### config.mk
export PLATFORM = sky130hd
export DESIGN_NAME = cfg_protect
export DESIGN_NICKNAME = d
export VERILOG_FILES = /design/src/verilog/cfg_protect_pkg.sv /design/src/verilog/region_check.sv /design/src/verilog/startup_timer.sv /design/src/verilog/cfg_protect.sv
export VERILOG_INCLUDE_DIRS = /design/src /design/src/verilog
export SDC_FILE = /design/constraint.sdc
export NUM_CORES = 1
export LEC_CHECK = 0
export BUFFER_PORTS_ARGS = -buffer_cell sky130_fd_sc_hd__buf_2
export CAP_MARGIN = 20
export CELL_PAD_IN_SITES_DETAIL_PLACEMENT = 1
export CELL_PAD_IN_SITES_GLOBAL_PLACEMENT = 2
export CORE_AREA = 4 4 137 139
export DETAILED_ROUTE_END_ITERATION = 10
export DIE_AREA = 0 0 141 143
export PLACE_DENSITY = 0.83
export REMOVE_ABC_BUFFERS = 1
export SLEW_MARGIN = 15
export SYNTH_ARGS = -nofsm -noshare
export SYNTH_HDL_FRONTEND = slang
export SYNTH_SLANG_ARGS = --single-unit
### constraint.sdc
create_clock -name clk -period 3.9 [get_ports clk]
set_clock_uncertainty 0.05 [all_clocks]
set_input_delay 0.78 -clock clk [delete_from_list [all_inputs] [get_ports clk]]
set_output_delay 0.78 -clock clk [all_outputs]
set_load 0.02 [all_outputs]
### src/verilog/cfg_protect_params.svh
// Functional notes
// - One-way option set: lock bit sets once after unlock, then pin writes refused.
// - One-way option clear: lock bit set or cleared freely after each unlock.
// - USB regulator disabled when its config bit is one, enabled when zero.
// - Oscillator field: 11 off, 10 fast crystal, 01 crystal, 00 external clock.
// - Word three unimplemented bits 23..16 and 12..8 read back as one.
// - End-page select one: protect from address zero to end of boundary page.
// - End-page select zero: protect from boundary page start to last page.
// - Last-page select zero protects top page and config words; one leaves them.
// - Segment disable one turns segment protection off; zero enables the defined segment.
// - Boundary field names a 512-word page counted up from page zero.
// - With core regulator on, hold execution about 10 us after power-up.
// - Regulator hold-off applies on power-up with regulator on, and on Sleep wake only while the standby bit is clear.
// - Hold-off length depends on the sleep regulator standby control bit.
// - Regulator off: power-up timer adds 64 ms after power-on or brown-out only.
// - Regulator off: standby bit set gives the shorter Sleep wake-up.
// - Standby bit set keeps regulator on in Sleep, wake skips the hold-off.
`ifndef CFG_PROTECT_PARAMS_SVH
`define CFG_PROTECT_PARAMS_SVH

// ----------------------------------------------------------------
// Register map
// ----------------------------------------------------------------
`define ADDR_WORD_TWO    4'h0
`define ADDR_WORD_THREE  4'h1
`define ADDR_PIN_CTRL    4'h2
`define ADDR_STATUS      4'h3
`define ADDR_STANDBY     4'h4

// ----------------------------------------------------------------
// Field positions
// ----------------------------------------------------------------
`define W2_ONE_WAY_BIT   4
`define W2_USB_DIS_BIT   3
`define W2_RSVD_BIT      2
`define W2_OSC_HI        1
`define W2_OSC_LO        0
`define W3_END_PAGE_BIT  15
`define W3_LAST_PAGE_BIT 14
`define W3_SEG_DIS_BIT   13
`define W3_PAGE_HI       7
`define W3_PAGE_LO       0
`define W3_ONES_MASK     24'hFF1F00
`define PAGE_SHIFT       9
`define PC_UNLOCK_BIT    0
`define PC_LOCK_BIT      1
`define PC_KEY_BIT       2

// ----------------------------------------------------------------
// Unlock key values and defaults
// ----------------------------------------------------------------
`define UNLOCK_KEY_A     8'h46
`define UNLOCK_KEY_B     8'h57
`define CFG_ERASED       24'hFFFFFF

// ----------------------------------------------------------------
// Timing
// ----------------------------------------------------------------
`define CLK_MHZ          200
`define REGULATOR_STARTUP_HOLDOFF_US         10
`define REGULATOR_STARTUP_HOLDOFF_CYC        (`REGULATOR_STARTUP_HOLDOFF_US * `CLK_MHZ)
`define POWER_UP_DELAY_TIMER_MS          64
`define POWER_UP_DELAY_TIMER_CYC         (`POWER_UP_DELAY_TIMER_MS * 1000 * `CLK_MHZ)
`define WAKE_FAST_CYC    1

`endif

### src/verilog/cfg_protect_pkg.sv
package cfg_protect_pkg;

  typedef enum logic [1:0]
  {
    osc_external_clock_input,
    osc_standard_crystal,
    osc_high_speed_crystal,
    osc_disabled
  } osc_mode_t;

  typedef struct packed
  {
    logic        pin_lock_one_way;
    logic        usb_regulator_disable;
    osc_mode_t   primary_osc_select;
    logic        protect_end_page_select;
    logic        last_page_protect_select;
    logic        segment_protect_disable;
    logic [7:0]  protect_boundary_page;
  } cfg_fields_t;

  typedef struct packed
  {
    logic        valid;
    logic        erase;
    logic [23:0] addr;
  } nvm_req_t;

  typedef enum
  {
    st_reset,
    st_holdoff,
    st_run,
    st_sleep
  } pwr_state_t;

endpackage

### src/verilog/region_check.sv
`timescale 1ns/1ps
`include "cfg_protect_params.svh"
// Decides whether a program address sits in a protected region.
module region_check #(
  parameter int LAST_PAGE = 8'h7F
) (
  // Decoded configuration.
  input  wire cfg_protect_pkg::cfg_fields_t cfg,
  // Address to test.
  input  wire logic [23:0]                 addr,
  input  wire logic                        is_cfg_area,
  // Verdict.
  output logic                             hit
);
  import cfg_protect_pkg::*;

  logic [14:0] page;
  logic [14:0] bound;
  logic        seg_hit;
  logic        top_hit;

  // Page index of the word address and of the boundary page.
  assign page  = addr[23:`PAGE_SHIFT];
  assign bound = {7'h00, cfg.protect_boundary_page};

  // Segment test below or above the boundary page, each inclusive.
  assign seg_hit = !cfg.segment_protect_disable &&
                   (cfg.protect_end_page_select ? (page <= bound)
                                                : (page >= bound));

  // Top page and configuration area follow the last-page select.
  assign top_hit = !cfg.last_page_protect_select &&
                   (is_cfg_area || page == 15'(LAST_PAGE));

  assign hit = seg_hit || top_hit;
endmodule

### src/verilog/startup_timer.sv
`timescale 1ns/1ps
`include "cfg_protect_params.svh"
// Down-counter that holds execution off for a loaded number of cycles.
module startup_timer #(
  parameter int CW = 24
) (
  // Clock and reset.
  input  wire logic          clk,
  input  wire logic          nrst,
  // Load and status.
  input  wire logic          load,
  input  wire logic [CW-1:0] count,
  output logic               busy
);
  logic [CW-1:0] cnt_r;

  // Count down to zero; a load restarts the wait.
  always_ff @(posedge clk or negedge nrst)
  begin
    if (!nrst)
      cnt_r <= '0;
    else if (load)
      cnt_r <= count;
    else if (cnt_r != '0)
      cnt_r <= cnt_r - 1'b1;
  end

  assign busy = (cnt_r != '0);
endmodule

### src/verilog/cfg_protect.sv
// Implementation choices: the register addresses and the strobed register port.
`timescale 1ns/1ps
`include "cfg_protect_params.svh"
// Configuration word decode, code protection and start-up hold-off.
module cfg_protect #(
  parameter int POWER_UP_DELAY_TIMER_CYCLES = `POWER_UP_DELAY_TIMER_CYC,
  parameter int LAST_PAGE   = 8'h7F
) (
  // Clock and reset.
  input  wire logic                        clk,
  input  wire logic                        nrst,
  // Stored configuration words from nonvolatile memory.
  input  wire logic [23:0]                 nv_word_two,
  input  wire logic [23:0]                 nv_word_three,
  // Power events and regulator strap.
  input  wire logic                        core_reg_enable,
  input  wire logic                        por_event,
  input  wire logic                        brownout_reset,
  input  wire logic                        sleep_enter,
  input  wire logic                        wake_event,
  // Program memory requests.
  input  wire cfg_protect_pkg::nvm_req_t   nvm_req,
  input  wire logic                        nvm_req_cfg,
  // Register port.
  input  wire logic [3:0]                  reg_addr,
  input  wire logic [23:0]                 reg_wdata,
  input  wire logic                        reg_wr,
  input  wire logic                        reg_rd,
  output logic [23:0]                      reg_rdata,
  // Effects.
  output logic                             usb_reg_en,
  output cfg_protect_pkg::osc_mode_t       osc_mode,
  output logic                             run_enable,
  output logic                             flash_powered,
  output logic                             pin_select_lock,
  output logic                             pin_write_ok,
  output logic                             nvm_grant,
  output logic                             nvm_block
);
  import cfg_protect_pkg::*;

  // ----------------------------------------------------------------
  // Input synchronisers
  // ----------------------------------------------------------------
  logic [4:0] s1_r;
  logic [4:0] s2_r;
  logic [4:0] s3_r;
  logic [1:0] fill_r;

  // Two stages before use; a third stage feeds edge detection.
  always_ff @(posedge clk or negedge nrst)
  begin
    if (!nrst)
    begin
      s1_r <= '0;
      s2_r <= '0;
      s3_r <= '0;
      fill_r <= '0;
    end
    else
    begin
      s1_r <= {core_reg_enable, por_event, brownout_reset,
               sleep_enter, wake_event};
      s2_r <= s1_r;
      s3_r <= s2_r;
      fill_r <= {fill_r[0], 1'b1};  // Marks both stages as filled.
    end
  end

  wire reg_on   = s2_r[4];
  wire pwr_rise = (s2_r[3] & ~s3_r[3]) | (s2_r[2] & ~s3_r[2]);
  wire slp_rise = s2_r[1] & ~s3_r[1];
  wire wak_rise = s2_r[0] & ~s3_r[0];

  // ----------------------------------------------------------------
  // Configuration capture
  // ----------------------------------------------------------------
  logic [23:0] w2_r;
  logic [23:0] w3_r;
  logic        cap_done_r;

  // Words are taken once, on the first edge after reset release.
  always_ff @(posedge clk or negedge nrst)
  begin
    if (!nrst)
    begin
      w2_r       <= `CFG_ERASED;
      w3_r       <= `CFG_ERASED;
      cap_done_r <= 1'b0;
    end
    else if (!cap_done_r)
    begin
      w2_r       <= nv_word_two;
      w3_r       <= nv_word_three;
      cap_done_r <= 1'b1;
    end
  end

  cfg_fields_t cfg;
  assign cfg.pin_lock_one_way         = w2_r[`W2_ONE_WAY_BIT];
  assign cfg.usb_regulator_disable    = w2_r[`W2_USB_DIS_BIT];
  assign cfg.primary_osc_select       =
    osc_mode_t'(w2_r[`W2_OSC_HI:`W2_OSC_LO]);
  assign cfg.protect_end_page_select  = w3_r[`W3_END_PAGE_BIT];
  assign cfg.last_page_protect_select = w3_r[`W3_LAST_PAGE_BIT];
  assign cfg.segment_protect_disable  = w3_r[`W3_SEG_DIS_BIT];
  assign cfg.protect_boundary_page    = w3_r[`W3_PAGE_HI:`W3_PAGE_LO];

  // Reserved bit two is expected as one; it is only reported back.
  wire rsvd_ok = w2_r[`W2_RSVD_BIT];

  // ----------------------------------------------------------------
  // Pin-select lock with unlock sequence
  // ----------------------------------------------------------------
  logic [1:0] key_st_r;
  logic       unlocked_r;
  logic       lock_r;
  logic       lock_used_r;

  wire wr_pin  = reg_wr && reg_addr == `ADDR_PIN_CTRL;
  wire key_a   = wr_pin && reg_wdata[`PC_KEY_BIT]
                 && reg_wdata[23:16] == `UNLOCK_KEY_A;
  wire key_b   = wr_pin && reg_wdata[`PC_KEY_BIT]
                 && reg_wdata[23:16] == `UNLOCK_KEY_B;
  wire lock_wr = wr_pin && !reg_wdata[`PC_KEY_BIT] && unlocked_r;
  wire want    = reg_wdata[`PC_LOCK_BIT];
  wire chg_ok  = cfg.pin_lock_one_way
                 ? (!lock_used_r && want)
                 : 1'b1;

  // Two key writes back to back open one lock change.
  always_ff @(posedge clk or negedge nrst)
  begin
    if (!nrst)
      key_st_r <= 2'h0;
    else if (key_a)
      key_st_r <= 2'h1;
    else if (key_b && key_st_r == 2'h1)
      key_st_r <= 2'h2;
    else if (reg_wr)
      key_st_r <= 2'h0;
  end

  // The unlock stays open until the next register write uses it up.
  always_ff @(posedge clk or negedge nrst)
  begin
    if (!nrst)
      unlocked_r <= 1'b0;
    else if (key_b && key_st_r == 2'h1)
      unlocked_r <= 1'b1;
    else if (reg_wr)
      unlocked_r <= 1'b0;
  end

  // Lock changes only right after a completed unlock.
  always_ff @(posedge clk or negedge nrst)
  begin
    if (!nrst)
    begin
      lock_r      <= 1'b0;
      lock_used_r <= 1'b0;
    end
    else if (lock_wr && chg_ok)
    begin
      lock_r      <= want;
      lock_used_r <= lock_used_r | want;
    end
  end

  // ----------------------------------------------------------------
  // Power sequencing
  // ----------------------------------------------------------------
  pwr_state_t st_r;
  pwr_state_t st_nxt;
  logic       standby_r;
  logic       tmr_load;
  logic [31:0] tmr_count;
  logic       tmr_busy;

  wire long_wait = !standby_r;

  // Select the hold-off on each entry to the waiting state.
  always_comb
  begin
    st_nxt    = st_r;
    tmr_load  = 1'b0;
    tmr_count = 32'(`WAKE_FAST_CYC);
    case (st_r)
      st_reset:
        // Leave only once the strap has crossed both stages.
        if (fill_r[1])
        begin
          st_nxt    = st_holdoff;
          tmr_load  = 1'b1;
          tmr_count = reg_on ? 32'(`REGULATOR_STARTUP_HOLDOFF_CYC)
                             : 32'(POWER_UP_DELAY_TIMER_CYCLES);
        end
      st_holdoff:
        if (!tmr_busy)
          st_nxt = st_run;
      st_run:
        if (pwr_rise)
          st_nxt = st_reset;
        else if (slp_rise)
          st_nxt = st_sleep;
      st_sleep:
        if (pwr_rise)
          st_nxt = st_reset;
        else if (wak_rise)
        begin
          st_nxt   = st_holdoff;
          tmr_load = 1'b1;
          tmr_count = long_wait
                      ? 32'(`REGULATOR_STARTUP_HOLDOFF_CYC)
                      : 32'(`WAKE_FAST_CYC);
        end
      default:
        st_nxt = st_reset;
    endcase
  end

  always_ff @(posedge clk or negedge nrst)
  begin
    if (!nrst)
      st_r <= st_reset;
    else
      st_r <= st_nxt;
  end

  startup_timer #(
    .CW (32)
  ) u_timer (
    .clk   (clk),
    .nrst  (nrst),
    .load  (tmr_load),
    .count (tmr_count),
    .busy  (tmr_busy)
  );

  wire wr_stby = reg_wr && reg_addr == `ADDR_STANDBY;

  always_ff @(posedge clk or negedge nrst)
  begin
    if (!nrst)
      standby_r <= 1'b0;
    else if (wr_stby)
      standby_r <= reg_wdata[0];
  end

  // ----------------------------------------------------------------
  // Program memory protection
  // ----------------------------------------------------------------
  logic prot_hit;

  region_check #(
    .LAST_PAGE (LAST_PAGE)
  ) u_region (
    .cfg         (cfg),
    .addr        (nvm_req.addr),
    .is_cfg_area (nvm_req_cfg),
    .hit         (prot_hit)
  );

  // ----------------------------------------------------------------
  // Register read and outputs
  // ----------------------------------------------------------------
  logic [23:0] rd_mux;
  wire  [23:0] status = {18'h0, tmr_busy, lock_used_r, rsvd_ok,
                         (st_r == st_sleep), (st_r == st_run), lock_r};

  assign rd_mux =
    (reg_addr == `ADDR_WORD_TWO)   ? w2_r :
    (reg_addr == `ADDR_WORD_THREE) ? (w3_r | `W3_ONES_MASK) :
    (reg_addr == `ADDR_PIN_CTRL)   ? {22'h0, lock_r, 1'b0} :
    (reg_addr == `ADDR_STATUS)     ? status :
    (reg_addr == `ADDR_STANDBY)    ? {23'h0, standby_r} : 24'h000000;

  // All outputs registered.
  always_ff @(posedge clk or negedge nrst)
  begin
    if (!nrst)
    begin
      reg_rdata       <= 24'h000000;
      usb_reg_en      <= 1'b0;
      osc_mode        <= osc_disabled;
      run_enable      <= 1'b0;
      flash_powered   <= 1'b1;
      pin_select_lock <= 1'b0;
      pin_write_ok    <= 1'b0;
      nvm_grant       <= 1'b0;
      nvm_block       <= 1'b0;
    end
    else
    begin
      reg_rdata       <= reg_rd ? rd_mux : 24'h000000;
      usb_reg_en      <= cap_done_r && !cfg.usb_regulator_disable;
      osc_mode        <= cfg.primary_osc_select;
      run_enable      <= (st_nxt == st_run);
      flash_powered   <= (st_nxt != st_sleep) || standby_r;
      pin_select_lock <= lock_r;
      pin_write_ok    <= !lock_r;
      nvm_grant       <= nvm_req.valid && !prot_hit;
      nvm_block       <= nvm_req.valid && prot_hit;
    end
  end
endmodule

==> flow_summary.json <==
{
  "synth-edff-count": 0,
  "place_inst": 908,
  "crit_path_end_kind": "flop",
  "mappedNetlistArea_um2": 6430,
  "ir_drop_mv": 0.292,
  "netlist-cell-type-count": 50,
  "final_hold_viol_count": 0,
  "num-nets-final": 820,
  "slew_viol_final": 0,
  "total_of_buffers_placed_on_input_and_output_ports": 108,
  "global_route.overflow_total": 0,
  "clkLatencyLatePin_ns": 0.42,
  "grt_pass1_vias": 5315,
  "cap_violations": 0,
  "setup-tns-final_ns": 0,
  "detail-route-antenna-nets": 0,
  "worstRegToRegCells": 6,
  "pin_count": 145,
  "routed_wire_length_per_instance_um": 17.3,
  "fin_ws_ns": 1.13,
  "path_depth": 6,
  "cts.root.buffer_cell": "clkbuf_16",
  "wire_length_of_the_first_global_routing_pass_mm": 27.2,
  "gp_congestion": 0.818,
  "post_cts.repair.setup_buffers": 0,
  "synth_flop_cell": "dfrtp_1",
  "layout_common_cells": "dfrtp_1 (116), buf_2 (107), nor2_1 (72)",
  "period_minus_slack_ns": 2.77,
  "route.detailed.vias_per_inst": 5.09,
  "cts.path.max_buffers": 2,
  "power_density_nw_per_um2": 453,
  "critical_path.reg2reg.endpoint": "u_timer.cnt_r[22]",
  "initial_antenna_violation_count": 5,
  "drive_above_1_share": 0.331,
  "dr_total_vias": 4809,
  "cts_tree": "built",
  "synthArstFlopShare": 1.00,
  "floorplan.initialDensity": 0.364,
  "max_freq_mhz": 362,
  "cp_slowest_stage_delay_ns": 0.68,
  "avgSynthCellArea_um2": 11.7,
  "ys.warnings.count": 0,
  "totalWireLength_mm": 16.3,
  "grt_max_degree": 83,
  "ctsHtreeMaxLevel": 4,
  "post_cts_hold_buffer_count": 0,
  "setup.worst_path.end": "u_timer.cnt_r[22]",
  "synth_largest_type_area_fraction": 0.452,
  "timing.setup.critical_path_class": "reg2reg",
  "critical_path_required_ns": 4.13,
  "synth_cells": 550,
  "cp_data_arrival_time_ns": 3.00,
  "worst_pin_slew_ns": 1.09,
  "dr_iter_0_viols": 158,
  "fp-row-count": 49,
  "fill_cells": 1983,
  "placeableCoreArea_um2": 17700,
  "grt_use_total": 0.170,
  "layout.cells.non_filler": 944,
  "grt_setup_unrepaired": "false",
  "die_area_um2": 20200,
  "timing.critical_path.cells": "nor4_1, nand4_1, buf_4, or2_2, mux2i_1, nor3_1",
  "ys_seq_elements": 154,
  "pre_cts_setup_slack_ns": 1.13,
  "fin_total_pwr_mw": 3.63,
  "seq_area_frac_synth": 0.607,
  "dp_hpwl_mm": 11.6,
  "critical_path_launch_point": "u_timer.cnt_r[21]",
  "dr.pass1.iters": 4,
  "path_clk_slew_ns": 0.06,
  "mostFrequentLayoutCell": "dfrtp_1",
  "areaGrowthSynthToFinish_pct": 24.5,
  "die_x_um": 141,
  "setup_viol_count_final": 0,
  "outcome": "complete, no violations",
  "post-route-drc-count": 0,
  "period_utilisation_layout": 0.709,
  "yosysTopAreaCell": "dfrtp_1",
  "leading_post_synthesis_cells_by_cell_area": "dfrtp_1 (45%), dfstp_2 (16%), mux2_2 (6.3%)",
  "cp_slowest_cell": "nor4_1",
  "worstHoldPathCells": 0,
  "cts_buffers": 17,
  "hold_path_class": "reg2reg",
  "maxSlewHeadroom": 0.275,
  "rrSetupSlack_ns": 1.13,
  "crit_path_max_fanout": 8,
  "worstPathBufferInverterCount": 1,
  "post_cts_resized": 0,
  "critical_path_start_type": "flop",
  "power.leakage_nw": 3.85,
  "fin_util": 0.453,
  "critical-path-top-delay-family": "simple AND/OR/NAND/NOR gates",
  "die_y_um": 143,
  "worst_r2r_startpoint": "u_timer.cnt_r[21]",
  "cts_sinks": 154
}
==> cells in the mapped netlist, types with 8 or more instances <==
master and number:
a21oi_1 21, or3_1 8, nor4_1 20, xor2_1 12
nand2_1 15, or4_1 12, a31oi_1 9, clkbuf_1 17
dfrtp_1 116, nor2_1 72, nand4_1 13, dfstp_2 38
mux2_2 36, inv_1 20, o21ai_0 15, mux2i_1 8
nor3_1 16, ha_1 10
==> metal layers <==
layer	GRT usage	part of all wire	routed length (um)	vias to the layer above
met3	0.0586	0.058	946	17
met2	0.287	0.52	8490	106
met5	0	0.0013	21	-
met4	0.0546	0.015	239	4
li1	-	-	-	2243
met1	0.206	0.41	6640	2439
==> state kept, by name, indices dropped and copies added (netlist names), 2 cells and up <==
register,flops
st_r,32
u_timer.cnt_r,32
reg_rdata,24
w2_r,24
w3_r,11
s1_r,5
s2_r,5
s3_r,4
fill_r,2
key_st_r,2
osc_mode,2
==> cell type report <==
class                           count  area (um^2)  share of cell area
Clock inverter                     12          138              0.0172
Antenna cell                        4         10.0             0.00125
Tap cell                          229          287              0.0358
Multi-Input combinational cell    384         2480               0.309
Clock buffer                       20          447              0.0558
Timing Repair Buffer              121          669              0.0836
Inverter                           20         75.1             0.00938
Sequential cell                   154         3900               0.487
==> through the flow <==
| stage | area, um^2 | hold WS [ns] |
|---|---|---|
| detailed placement | 7410 | 0.286 |
| floorplan | 6450 | 0.281 |
| global placement | 7410 | 0.283 |
| CTS | 7990 | 0.302 |
| finish | 8000 | 0.299 |
| global route | 8000 | 0.308 |
==> kinds of logic (layout without fill, tap and decap cells) <==
logic type      Yosys count  count (layout)  share of synthesized area
buf+inv                  41             173                     0.0245
fa+ha+maj                10              10                     0.0195
simple gates            205             205                      0.173
other cells               2              35                    0.00117
flops                   154             154                      0.607
xor+xnor                 14              14                     0.0191
compound gates           80              80                     0.0806
mux                      44              44                     0.0755
==> worst reg2reg max path: stages, from the launching register on <==
cell     delay, ns
dfrtp_1       0.42
nor4_1        0.68
nand4_1       0.34
buf_4         0.28
or2_2         0.36
mux2i_1       0.38
nor3_1        0.12
==> worst min path at each step <==
stage	end	slack [ns]	startpoint
final	s2_r[3]	0.30	s1_r[3]
after global routing	s2_r[3]	0.31	s1_r[3]
after CTS	s2_r[3]	0.30	s1_r[3]
after detailed placement	s2_r[0]	0.29	s1_r[0]
after global placement	s2_r[1]	0.28	s1_r[1]
after floorplan	s2_r[0]	0.28	s1_r[0]
==> power breakdown <==
group          internal, mW  switching, mW  leakage, nW  total, mW
clock network         0.967          0.665        0.282       1.63
registers              1.70         0.0452         1.90       1.75
logic                 0.108          0.139         1.67      0.247
total                  2.78          0.850         3.85       3.63
Note: power is estimated with default switching activity, not from simulation.
